### config.mk
export PLATFORM = sky130hd
export DESIGN_NAME = bra_agu
export DESIGN_NICKNAME = d
export VERILOG_FILES = /design/src/bra_pkg.sv /design/src/bra_rev_add.sv /design/src/bra_apb_regs.sv /design/src/bra_agu.sv
export SDC_FILE = /design/constraint.sdc
export NUM_CORES = 1
export LEC_CHECK = 0
export BUFFER_PORTS_ARGS = -buffer_cell sky130_fd_sc_hd__buf_4
export CAP_MARGIN = 20
export CORE_MARGIN = 2
export CORE_UTILIZATION = 30
export DETAILED_ROUTE_END_ITERATION = 8
export PLACE_DENSITY = 0.56
export SLEW_MARGIN = 30
export SYNTH_ARGS = -nofsm -noshare
export SYNTH_HDL_FRONTEND = slang
export SYNTH_HIERARCHICAL = 1
export SYNTH_SLANG_ARGS = --single-unit
### constraint.sdc
create_clock -name pclk -period 7.7 [get_ports pclk]
set_input_delay 1.54 -clock pclk [delete_from_list [all_inputs] [get_ports pclk]]
set_output_delay 1.54 -clock pclk [all_outputs]
set_load 0.01 [all_outputs]
### src/bra_pkg.sv
// Package for the bit-reversed X write address unit
// Assumes: APB slave with 32-bit data, one aligned word per register
`default_nettype none
package bra_pkg;
  // ------------------------------------------------------------------
  // Register offsets (byte addresses)
  // ------------------------------------------------------------------
  localparam logic [7:0] BRA_OFS_BIT_REVERSE_CONTROL = 8'h00;
  localparam logic [7:0] BRA_OFS_ADDRESSING_MODE     = 8'h04;
  localparam logic [7:0] BRA_OFS_STATUS              = 8'h08;
  // ------------------------------------------------------------------
  // Field positions and reset values
  // ------------------------------------------------------------------
  localparam int          BRA_ENABLE_BIT      = 15;
  localparam int          BRA_MOD_W           = 15;
  localparam int          BRA_XMOD_EN_BIT     = 15;
  localparam int          BRA_PSEL_LSB        = 8;
  localparam logic [3:0]  BRA_NO_POINTER      = 4'hf;
  localparam logic [15:0] BRA_CTRL_RESET      = 16'h0000;
  localparam logic [15:0] BRA_MODE_RESET      = 16'h0f00;
  // ------------------------------------------------------------------
  // Addressing modes from instruction decode
  // ------------------------------------------------------------------
  typedef enum logic [2:0] {
    BRA_AM_DIRECT    = 3'h0,
    BRA_AM_INDIRECT  = 3'h1,
    BRA_AM_POST_INC  = 3'h2,
    BRA_AM_POST_DEC  = 3'h3,
    BRA_AM_PRE_INC   = 3'h4,
    BRA_AM_PRE_DEC   = 3'h5,
    BRA_AM_REG_OFS   = 3'h6,
    BRA_AM_LIT_OFS   = 3'h7
  } bra_mode_t;
  // ------------------------------------------------------------------
  // Bus slave states
  // ------------------------------------------------------------------
  typedef enum logic [1:0] {
    BRA_BUS_IDLE = 2'b01,
    BRA_BUS_DONE = 2'b10
  } bra_bus_t;
endpackage
`default_nettype wire

### src/bra_rev_add.sv
// Reverse-carry adder: carries travel from msb toward lsb
// Assumes: purely combinational, used inside the write address unit
`default_nettype none
module bra_rev_add
  import bra_pkg::*;
#(
  parameter int W = 16
)(
  input  wire logic [W-1:0] a,
  input  wire logic [W-1:0] b,
  input  wire logic [W-1:0] field_mask,
  output logic      [W-1:0] sum
);
  logic [W:0] carry;
  // ------------------------------------------------------------------
  // Per-bit reverse ripple
  // ------------------------------------------------------------------
  assign carry[W] = 1'b0;
  genvar i;
  generate
    for (i = 0; i < W; i++)
    begin : g_bit
      logic m;
      assign m = field_mask[i];
      assign sum[i] = m ? (a[i] ^ b[i] ^ carry[i+1]) : a[i];
      assign carry[i] = m & ((a[i] & b[i]) | (carry[i+1] & (a[i] ^ b[i])));
    end
  endgenerate
endmodule
`default_nettype wire

### src/bra_apb_regs.sv
// APB register slave for the bit-reverse and mode control words
// Assumes: APB master on pclk, zero wait-state capable, 32-bit data
`default_nettype none
module bra_apb_regs
  import bra_pkg::*;
(
  input  wire logic        pclk,
  input  wire logic        presetn,
  input  wire logic        psel,
  input  wire logic        penable,
  input  wire logic        pwrite,
  input  wire logic [7:0]  paddr,
  input  wire logic [31:0] pwdata,
  input  wire logic [15:0] status_in,
  output logic             pready,
  output logic             pslverr,
  output logic      [31:0] prdata,
  output logic      [15:0] bit_reverse_control,
  output logic      [15:0] addressing_mode_control,
  output logic             ctrl_written
);
  typedef struct packed {
    bra_bus_t    st;
    logic        rdy;
    logic        err;
    logic [31:0] rdata;
    logic [15:0] brc;
    logic [15:0] amc;
    logic        wr;
  } bra_regs_t;
  bra_regs_t s_r, s_nxt;
  // ------------------------------------------------------------------
  // Access decode; answer in the cycle after setup
  // ------------------------------------------------------------------
  always_comb
  begin
    s_nxt = s_r;
    s_nxt.rdy = 1'b0;
    s_nxt.err = 1'b0;
    s_nxt.wr = 1'b0;
    unique case (s_r.st)
      BRA_BUS_IDLE:
      begin
        if (psel && !penable)
        begin
          s_nxt.st = BRA_BUS_DONE;
          s_nxt.rdy = 1'b1;
          s_nxt.rdata = 32'h0000_0000;
          unique case (paddr)
            BRA_OFS_BIT_REVERSE_CONTROL:
              s_nxt.rdata = {16'h0000, s_r.brc};
            BRA_OFS_ADDRESSING_MODE:
              s_nxt.rdata = {16'h0000, s_r.amc};
            BRA_OFS_STATUS:
            begin
              s_nxt.rdata = {16'h0000, status_in};
              s_nxt.err = pwrite;
            end
            default:
              s_nxt.err = 1'b1;
          endcase
        end
      end
      BRA_BUS_DONE:
      begin
        // Write lands only at the edge that completes the access phase
        s_nxt.st = BRA_BUS_IDLE;
        if (psel && penable && pwrite)
        begin
          if (paddr == BRA_OFS_BIT_REVERSE_CONTROL)
          begin
            s_nxt.brc = pwdata[15:0];
            s_nxt.wr = 1'b1;
          end
          if (paddr == BRA_OFS_ADDRESSING_MODE)
            s_nxt.amc = pwdata[15:0];
        end
      end
      default:
        s_nxt.st = BRA_BUS_IDLE;
    endcase
  end
  always_ff @(posedge pclk or negedge presetn)
  begin
    if (!presetn)
    begin
      s_r <= '{BRA_BUS_IDLE, 1'b0, 1'b0, 32'h0000_0000,
               BRA_CTRL_RESET, BRA_MODE_RESET, 1'b0};
    end
    else
    begin
      s_r <= s_nxt;
    end
  end
  assign pready = s_r.rdy;
  assign pslverr = s_r.err;
  assign prdata = s_r.rdata;
  assign bit_reverse_control = s_r.brc;
  assign addressing_mode_control = s_r.amc;
  assign ctrl_written = s_r.wr;
endmodule
`default_nettype wire

### src/bra_agu.sv
// X write address unit with bit-reversed effective address generation
// Assumes: decode presents one write request per cycle, pointer file
// lives in the core; new pointer value is written back by the core.
//
// Our own choices: the APB slave port and the address map.
`default_nettype none
module bra_agu
  import bra_pkg::*;
(
  input  wire logic        pclk,
  input  wire logic        presetn,
  input  wire logic        psel,
  input  wire logic        penable,
  input  wire logic        pwrite,
  input  wire logic [7:0]  paddr,
  input  wire logic [31:0] pwdata,
  output logic             pready,
  output logic             pslverr,
  output logic      [31:0] prdata,
  input  wire logic        wr_req,
  input  wire logic [2:0]  wr_mode,
  input  wire logic [3:0]  wr_ptr_sel,
  input  wire logic        wr_byte,
  input  wire logic [15:0] wr_ptr_val,
  input  wire logic [15:0] wr_offset,
  input  wire logic        rd_req,
  input  wire logic [3:0]  rd_ptr_sel,
  input  wire logic [15:0] rd_ea_in,
  input  wire logic [15:0] modulo_start,
  input  wire logic [15:0] modulo_end,
  output logic             ea_valid,
  output logic      [15:0] ea_out,
  output logic             ptr_wb,
  output logic      [15:0] ptr_new,
  output logic             rev_active,
  output logic             rd_valid,
  output logic      [15:0] rd_ea_out
);
  logic [15:0] brc;
  logic [15:0] amc;
  logic        ctrl_wr;
  logic [15:0] status_w;
  // ------------------------------------------------------------------
  // Register slave
  // ------------------------------------------------------------------
  bra_apb_regs u_regs (
    .pclk                    (pclk),
    .presetn                 (presetn),
    .psel                    (psel),
    .penable                 (penable),
    .pwrite                  (pwrite),
    .paddr                   (paddr),
    .pwdata                  (pwdata),
    .status_in               (status_w),
    .pready                  (pready),
    .pslverr                 (pslverr),
    .prdata                  (prdata),
    .bit_reverse_control     (brc),
    .addressing_mode_control (amc),
    .ctrl_written            (ctrl_wr)
  );
  // ------------------------------------------------------------------
  // Decode of mode and enable
  // ------------------------------------------------------------------
  logic [3:0]  reverse_pointer_select;
  logic        reverse_enable;
  logic        xmod_en;
  logic [3:0]  xmod_ptr;
  logic [14:0] pivot_modifier;
  logic        inc_mode;
  logic        act;
  logic [15:0] step;
  logic [15:0] field_mask;
  logic [15:0] rev_sum;
  assign reverse_pointer_select = amc[BRA_PSEL_LSB +: 4];
  assign xmod_ptr = amc[3:0];
  assign xmod_en = amc[BRA_XMOD_EN_BIT];
  assign reverse_enable = brc[BRA_ENABLE_BIT];
  assign pivot_modifier = brc[BRA_MOD_W-1:0];
  assign inc_mode = (wr_mode == BRA_AM_PRE_INC) ||
                    (wr_mode == BRA_AM_POST_INC);
  assign act = wr_req && reverse_enable && inc_mode && !wr_byte &&
               (reverse_pointer_select != BRA_NO_POINTER) &&
               (wr_ptr_sel == reverse_pointer_select);
  assign step = {pivot_modifier, 1'b0};
  // Buffer field spans every bit up to twice the modifier's top bit
  always_comb
  begin
    field_mask = 16'h0000;
    for (int k = 0; k < 16; k++)
      if (k == 0 || step[15:0] >= (16'h0001 << k))
        field_mask[k] = 1'b1;
  end
  // Neither operand is reversed: the carry runs backwards
  bra_rev_add #(.W(16)) u_radd (
    .a          (wr_ptr_val),
    .b          (step),
    .field_mask (field_mask),
    .sum        (rev_sum)
  );
  // ------------------------------------------------------------------
  // Normal address generation with modulo correction
  // ------------------------------------------------------------------
  logic [15:0] norm_next;
  logic [15:0] norm_ea;
  logic        norm_wb;
  logic [15:0] inc;
  logic [15:0] rd_fix;
  function automatic logic [15:0] modfix(input logic [15:0] v);
    logic [15:0] r;
    r = v;
    if (v > modulo_end)
      r = 16'(v - modulo_end + modulo_start - 16'h0002);
    else if (v < modulo_start)
      r = 16'(v + modulo_end - modulo_start + 16'h0002);
    return r;
  endfunction
  always_comb
  begin
    inc = wr_byte ? 16'h0001 : 16'h0002;
    norm_next = wr_ptr_val;
    norm_ea = wr_ptr_val;
    norm_wb = 1'b0;
    unique case (wr_mode)
      BRA_AM_POST_INC:
      begin
        norm_next = 16'(wr_ptr_val + inc);
        norm_wb = 1'b1;
      end
      BRA_AM_POST_DEC:
      begin
        norm_next = 16'(wr_ptr_val - inc);
        norm_wb = 1'b1;
      end
      BRA_AM_PRE_INC:
      begin
        norm_next = 16'(wr_ptr_val + inc);
        norm_ea = norm_next;
        norm_wb = 1'b1;
      end
      BRA_AM_PRE_DEC:
      begin
        norm_next = 16'(wr_ptr_val - inc);
        norm_ea = norm_next;
        norm_wb = 1'b1;
      end
      BRA_AM_REG_OFS, BRA_AM_LIT_OFS:
        norm_ea = 16'(wr_ptr_val + wr_offset);
      default:
      begin
        norm_ea = wr_ptr_val;
      end
    endcase
    if (xmod_en && xmod_ptr != BRA_NO_POINTER && wr_ptr_sel == xmod_ptr)
    begin
      norm_next = modfix(norm_next);
      norm_ea = modfix(norm_ea);
    end
    rd_fix = rd_ea_in;
    if (xmod_en && xmod_ptr != BRA_NO_POINTER && rd_ptr_sel == xmod_ptr)
      rd_fix = modfix(rd_ea_in);
  end
  // ------------------------------------------------------------------
  // Registered outputs
  // ------------------------------------------------------------------
  typedef struct packed {
    logic        ev;
    logic [15:0] ea;
    logic        wb;
    logic [15:0] pn;
    logic        ra;
    logic        rv;
    logic [15:0] rea;
    logic        ctw;
  } bra_out_t;
  bra_out_t o_r, o_nxt;
  always_comb
  begin
    o_nxt = o_r;
    o_nxt.ev = wr_req;
    o_nxt.ra = act;
    o_nxt.rv = rd_req;
    o_nxt.rea = rd_fix;
    o_nxt.ctw = ctrl_wr;
    if (act)
    begin
      // Modulo is bypassed here; reversal has priority
      o_nxt.pn = rev_sum;
      o_nxt.wb = wr_req;
      if (wr_mode == BRA_AM_PRE_INC)
        o_nxt.ea = {rev_sum[15:1], 1'b0};
      else
        o_nxt.ea = {wr_ptr_val[15:1], 1'b0};
    end
    else
    begin
      o_nxt.pn = norm_next;
      o_nxt.wb = wr_req && norm_wb;
      o_nxt.ea = norm_ea;
    end
  end
  always_ff @(posedge pclk or negedge presetn)
  begin
    if (!presetn)
    begin
      o_r <= '0;
    end
    else
    begin
      o_r <= o_nxt;
    end
  end
  assign status_w = {14'h0000, o_r.ctw, o_r.ra};
  assign ea_valid = o_r.ev;
  assign ea_out = o_r.ea;
  assign ptr_wb = o_r.wb;
  assign ptr_new = o_r.pn;
  assign rev_active = o_r.ra;
  assign rd_valid = o_r.rv;
  assign rd_ea_out = o_r.rea;
endmodule
`default_nettype wire

==> results of run 1 <==
worst max-delay path, delay by kind of cell:
kind | cells | cell delay, ns
fa+ha+maj | 15 | 4.74
simple gates | 14 | 1.92
mux | 1 | 0.28
compound gates | 2 | 0.21
buf+inv | 1 | 0.08
cell usage in the layout (no fill, tap or decap), types with 11 or more instances in the layout:
cell / n
o21a_1: 17
o21ai_0: 89
nand4_1: 14
mux2_2: 19
o2bb2ai_1: 16
a31oi_1: 17
xor2_1: 49
nand2b_1: 13
inv_1: 298
nor2_1: 112
a22o_1: 22
dfrtp_1: 101
a21o_1: 32
ha_1: 285
and3_1: 11
nor2b_1: 23
nand2_1: 91
nand3_1: 32
a221oi_1: 11
conb_1: 33
a22oi_1: 22
buf_4: 246
or2_2: 15
nor3_1: 28
nand2b_4: 12
mux2i_1: 32
fa_1: 92
a211oi_1: 22
fa_2: 13
xnor2_1: 77
a21oi_1: 119
o22ai_1: 32
flip-flops by register name, indices dropped and copies added (netlist names):
register and count:
u_regs/s_r 2, u_regs/pslverr 1, u_regs/prdata 16, u_regs/pready 1, rd_ea_out 16, ptr_new 16, u_regs/addressing_mode_control 16, u_regs/ctrl_written 1
ptr_wb 1, ea_out 16, rd_valid 1, ea_valid 1, rev_active 1, u_regs/bit_reverse_control 16, o_r 1
layer usage:
metal,wire length (µm),part of all wire (%)
met1,25450,43
met2,27660,47
met3,4612,7.8
met4,1148,1.9
met5,13,0.022
power by group:
| group | total [W] | leakage [nW] | switching [W] | internal [W] |
|---|---|---|---|---|
| registers | 0.000588 | 1.34 | 0.00000866 | 0.000579 |
| clock network | 0.000494 | 0.146 | 0.000265 | 0.000229 |
| logic | 0.00210 | 8.51 | 0.00120 | 0.000902 |
layout make-up:
type	instances	area, µm²
Multi-Input combinational cell	1542	13410
Sequential cell	106	2659
Inverter	299	1122
Fill cell	6198	38670
Clock buffer	9	225.2
Timing Repair Buffer	249	1893
Tap cell	773	967.2
Clock inverter	7	72.57
worst paths after layout:
path                            cells past startpoint                            end  slack, ns
worst max-delay path                               33                      ea_out[1]      -0.79
worst min-delay path                                0                         o_r[0]       0.36
worst max register to register                     32                      ea_out[1]      -0.01
worst min register to register                      0                         o_r[0]       0.36
max in group asynchronous                           2  u_regs/bit_reverse_control[9]       5.23
min in group asynchronous                           1                  rd_ea_out[13]       1.20
repair_timing:
action                                  4_1_cts  5_1_grt
resized for setup                             3        2
endpoints found under the setup margin        5        6
cloned                                        0        0
buffers inserted                              0        0
pin swaps                                     3        0
stage by stage:
step,instance area (µm²),hold WS [ns]
CTS,20340,0.3585
finish,20350,0.3560
global route,20350,0.3730
global placement,20010,0.3353
floorplan,18190,0.3312
detailed placement,20030,0.3418
==> impl_metrics.env, run 1 <==
export IMPL_clk_path_buf_depth=2
export IMPL_use_met1_pct=23.92
export IMPL_start_kind="input pin"
export IMPL_synth_cells=2081
export IMPL_hp_class="flip-flop to flip-flop"
export IMPL_drc_errors=0
export IMPL_fmax_ghz=0.1178
export IMPL_die_y_um=248.5
export IMPL_crit_top_cell="fa_2"
export IMPL_setup_viol=5
export IMPL_grt_pass1_vias=15870
export IMPL_grt_use_met3_pct=4.606
export IMPL_wl_per_cell_um=19.73
export IMPL_p_leak_nw=10.00
export IMPL_ys_warn_count=6
export IMPL_cts_root_buf="clkbuf_16"
export IMPL_finClkSkew_ns=0.01235
export IMPL_num_vias=15360
export IMPL_met2_usage_pct=31.33
export IMPL_crit_start="wr_ptr_val[15]"
export IMPL_drive_gt1_share_pct=16.82
export IMPL_fin_ws_ns=-0.7855
export IMPL_wirelength_mm=58.89
export IMPL_diodes=0
export IMPL_drt_initial_drc_count=745
export IMPL_arrival_ns=8.77
export IMPL_r2r_start="u_regs/bit_reverse_control[14]"
export IMPL_maxSlewViolCount=0
export IMPL_p_total_w=0.003182
export IMPL_syn_area_per_cell_um2=8.616
export IMPL_maxCapViolCount=0
export IMPL_min_period_ns=8.485
export IMPL_setup_tns_ns=-2.369
export IMPL_grt_pass1_wl_mm=89.91
export IMPL_busiest_layer="met2"
export IMPL_clkLatencyLatePin_ns=0.39
export IMPL_nets=2737
export IMPL_fp_dieW_um=248.5
export IMPL_hp_start="u_regs/ctrl_written"
export IMPL_drt_pass1_iter_count=5
export IMPL_gp_congestion=0.9290
export IMPL_die_area_um2=61740
export IMPL_clk_pin_slew_ns=0.08
export IMPL_power_density_nw_per_um2=156.4
export IMPL_grt_overflow_total=0
export IMPL_max_slew_margin_pct=35.75
export IMPL_num_rows=89
export IMPL_area_growth_syn_to_layout_pct=13.50
export IMPL_io_pins=225
export IMPL_hold_viol_final=0
export IMPL_cts_sinks=106
export IMPL_core_um2=59020
export IMPL_max_vdd_ir_drop_v=0.0001283
export IMPL_violations="negative setup slack"
export IMPL_cts_tree="yes"
export IMPL_period_share_pct=110.2
export IMPL_outcome="complete, but fails checks"
export IMPL_pre_cts_ws_ns=-1.298
export IMPL_initial_utilization_pct=30.38
export IMPL_cts_htree_levels=3
export IMPL_slowest_delay_ns=0.42
export IMPL_grt_max_degree=55
export IMPL_avgViaCountPerCell=5.144
export IMPL_place_inst=2969
export IMPL_io_buffers=192
export IMPL_cp_required_ns=7.98
export IMPL_dp_hpwl_mm=50.51
export IMPL_cts_buffers=9
export IMPL_rsz0062_at_grt="yes"
export IMPL_worst_slew_pin_slew_ns=0.9637
export IMPL_crit_type="input pin to flip-flop"
export IMPL_cp_max_fo=2
export IMPL_globalRouteTotalUtil_pct=18.67
export IMPL_postRouteAntennaNets=0
export IMPL_postLayoutCoreUtil_pct=34.48
export IMPL_cp_end_kind="flip-flop"
export IMPL_final_cells=2985
export IMPL_antenna_found_initial=1
export IMPL_synth_cell_area_um2=17930
export IMPL_holdBufCountCts=0
export IMPL_crit_slowest_cell="fa_1"
Power figures use the tool's default switching activity.
==> run 2: changes to the inputs <==
--- a/config.mk
+++ b/config.mk
@@ -5,12 +5,13 @@
 export SDC_FILE = /design/constraint.sdc
 export NUM_CORES = 1
 export LEC_CHECK = 0
+export ABC_AREA = 1
 export BUFFER_PORTS_ARGS = -buffer_cell sky130_fd_sc_hd__buf_4
 export CAP_MARGIN = 20
 export CORE_MARGIN = 2
 export CORE_UTILIZATION = 30
 export DETAILED_ROUTE_END_ITERATION = 8
-export PLACE_DENSITY = 0.56
+export PLACE_DENSITY = 0.55
 export SLEW_MARGIN = 30
 export SYNTH_ARGS = -nofsm -noshare
 export SYNTH_HDL_FRONTEND = slang
==> constraint.sdc (replaced) <==
create_clock -name pclk -period 9.42 [get_ports pclk]
set_input_delay 1.884 -clock pclk [delete_from_list [all_inputs] [get_ports pclk]]
set_output_delay 1.884 -clock pclk [all_outputs]
set_load 0.01 [all_outputs]
==> run 2 against run 1 <==
Setup slack gained 0.27 ns. Largest cell class unchanged. Die area grew 8.8%. Count of clock-buffer cells in the layout grew 1. Via count grew 17%. Non-clock buffer count shrank 31. The run still ends with negative setup slack left. Sequential power shrank 17%.
==> impl_metrics.env, run 2 <==
export IMPL_outcome="complete, but fails checks"
export IMPL_violations="negative setup slack"
export IMPL_drt_pass1_iter_count=5
export IMPL_avgViaCountPerCell=4.762
export IMPL_io_buffers=192
export IMPL_cts_htree_levels=3
export IMPL_cp_end_kind="flip-flop"
export IMPL_num_vias=17900
export IMPL_diodes=0
export IMPL_hp_class="flip-flop to flip-flop"
export IMPL_cp_max_fo=2
export IMPL_final_cells=3760
export IMPL_grt_overflow_total=0
export IMPL_fmax_ghz=0.1007
export IMPL_min_period_ns=9.931
export IMPL_io_pins=225
export IMPL_cts_sinks=106
export IMPL_clk_pin_slew_ns=0.08
export IMPL_fin_ws_ns=-0.5106
export IMPL_maxSlewViolCount=0
export IMPL_hold_slack_ns=0.3527
export IMPL_grt_pass1_vias=17630
export IMPL_maxCapViolCount=0
export IMPL_ys_warn_count=6
export IMPL_dp_hpwl_mm=57.31
export IMPL_crit_slowest_cell="fa_1"
export IMPL_rsz0062_at_grt="yes"
export IMPL_p_leak_nw=11.58
export IMPL_fillers=7174
export IMPL_cts_root_buf="clkbuf_16"
export IMPL_setup_tns_ns=-1.080
export IMPL_crit_top_cell="fa_2"
export IMPL_synth_cell_area_um2=19530
export IMPL_drive_gt1_share_pct=11.81
export IMPL_gp_congestion=0.9166
export IMPL_drc_errors=0
export IMPL_hold_viol_final=0
export IMPL_final_cell_mix="nand2_1, inv_1, ha_1, buf_4, a21oi_1"
export IMPL_wirelength_mm=67.75
export IMPL_max_vdd_ir_drop_v=0.00008620
export IMPL_worst_slew_pin_slew_ns=0.9872
export IMPL_p_total_w=0.002895
export IMPL_grt_max_degree=49
export IMPL_wl_per_cell_um=18.02
export IMPL_power_density_nw_per_um2=133.4
export IMPL_antenna_found_initial=1
export IMPL_die_y_um=259.1
export IMPL_place_inst=3743
export IMPL_period_share_pct=105.4
export IMPL_area_growth_syn_to_layout_pct=11.16
export IMPL_finClkSkew_ns=0.02280
export IMPL_final_common_cell="nand2_1"
export IMPL_initial_utilization_pct=30.30
export IMPL_setup_viol=3
export IMPL_num_rows=93
export IMPL_crit_type="input pin to flip-flop"
export IMPL_clkLatencyLatePin_ns=0.40
export IMPL_fp_dieW_um=259.1
export IMPL_die_area_um2=67160
export IMPL_postLayoutCoreUtil_pct=33.68
export IMPL_cts_tree="yes"
export IMPL_core_um2=64460
export IMPL_nets=3430
export IMPL_arrival_ns=10.19
export IMPL_drt_initial_drc_count=1176
export IMPL_synth_cells=2798
export IMPL_slowest_delay_ns=0.39
export IMPL_start_kind="input pin"
export IMPL_grt_pass1_wl_mm=102.9
export IMPL_max_slew_margin_pct=34.01
export IMPL_clk_path_buf_depth=2
export IMPL_syn_area_per_cell_um2=6.980
export IMPL_cts_buffers=9
export IMPL_cp_required_ns=9.68
export IMPL_globalRouteTotalUtil_pct=20.14
export IMPL_postRouteAntennaNets=0
run 2: path summary, 6_finish.rpt:
| path | startpoint | to | slack (ns) | cells past startpoint |
|---|---|---|---|---|
| min | u_regs/ctrl_written | o_r[0] | 0.35 | 0 |
| max | wr_ptr_val[15] | ea_out[1] | -0.51 | 34 |
| min in group asynchronous | presetn | rd_ea_out[13] | 1.33 | 1 |
| min reg2reg | u_regs/ctrl_written | o_r[0] | 0.35 | 0 |
| max in group asynchronous | presetn | u_regs/bit_reverse_control[4] | 6.46 | 3 |
| max reg2reg | u_regs/bit_reverse_control[14] | ea_out[1] | 0.59 | 33 |
run 2: critical path: cells and delay by family:
family	cells	cell delay, ns
muxes	1	0.29
AOI/OAI and AO/OA	2	0.29
and+or+nand+nor	14	2.76
buffers and inverters	2	0.14
adders and majority gates	15	4.81
run 2: layout make-up:
cell class,instances,area [µm²],share of cell area [%]
tap,855,1070,4.928
inverter,495,1858,8.559
timing repair buffer,218,1648,7.590
sequential,106,2659,12.25
multi-input combinational,2070,14140,65.13
clock buffer,10,229.0,1.055
clock inverter,6,107.6,0.4956
run 2: per-layer routing:
layer	part of all wire, %	GRT usage (%)	vias up
met3	5.3	2.626	81
met4	2.6	5.811	0
met2	48	34.24	435
li1	-	-	9045
met5	0	0	-
met1	45	26.63	8343
run 2: per-stage QoR:
step	setup WS, ns	area [µm²]
floorplan	-0.4873	19730
global placement	-0.8747	21320
detailed placement	-0.9613	21330
CTS	-0.4809	21690
global route	-0.6788	21710
finish	-0.5106	21710
run 2: what timing repair did:
| action | 4_1_cts | 5_1_grt |
|---|---|---|
| gates resized for setup | 4 | 5 |
| setup endpoints to repair | 3 | 5 |
| hold buffers | 0 | 0 |
| gates cloned | 0 | 0 |
| pin swaps | 2 | 4 |
| buffers inserted | 1 | 0 |
run 2: report_power, final:
part / internal, W / total (W) / leakage [nW] / switching, W
sequential: 0.000476 / 0.000489 / 1.34 / 0.0000133
clock: 0.000242 / 0.000475 / 0.164 / 0.000233
combinational: 0.000703 / 0.00193 / 10.1 / 0.00123
total: 0.00142 / 0.00290 / 11.6 / 0.00147
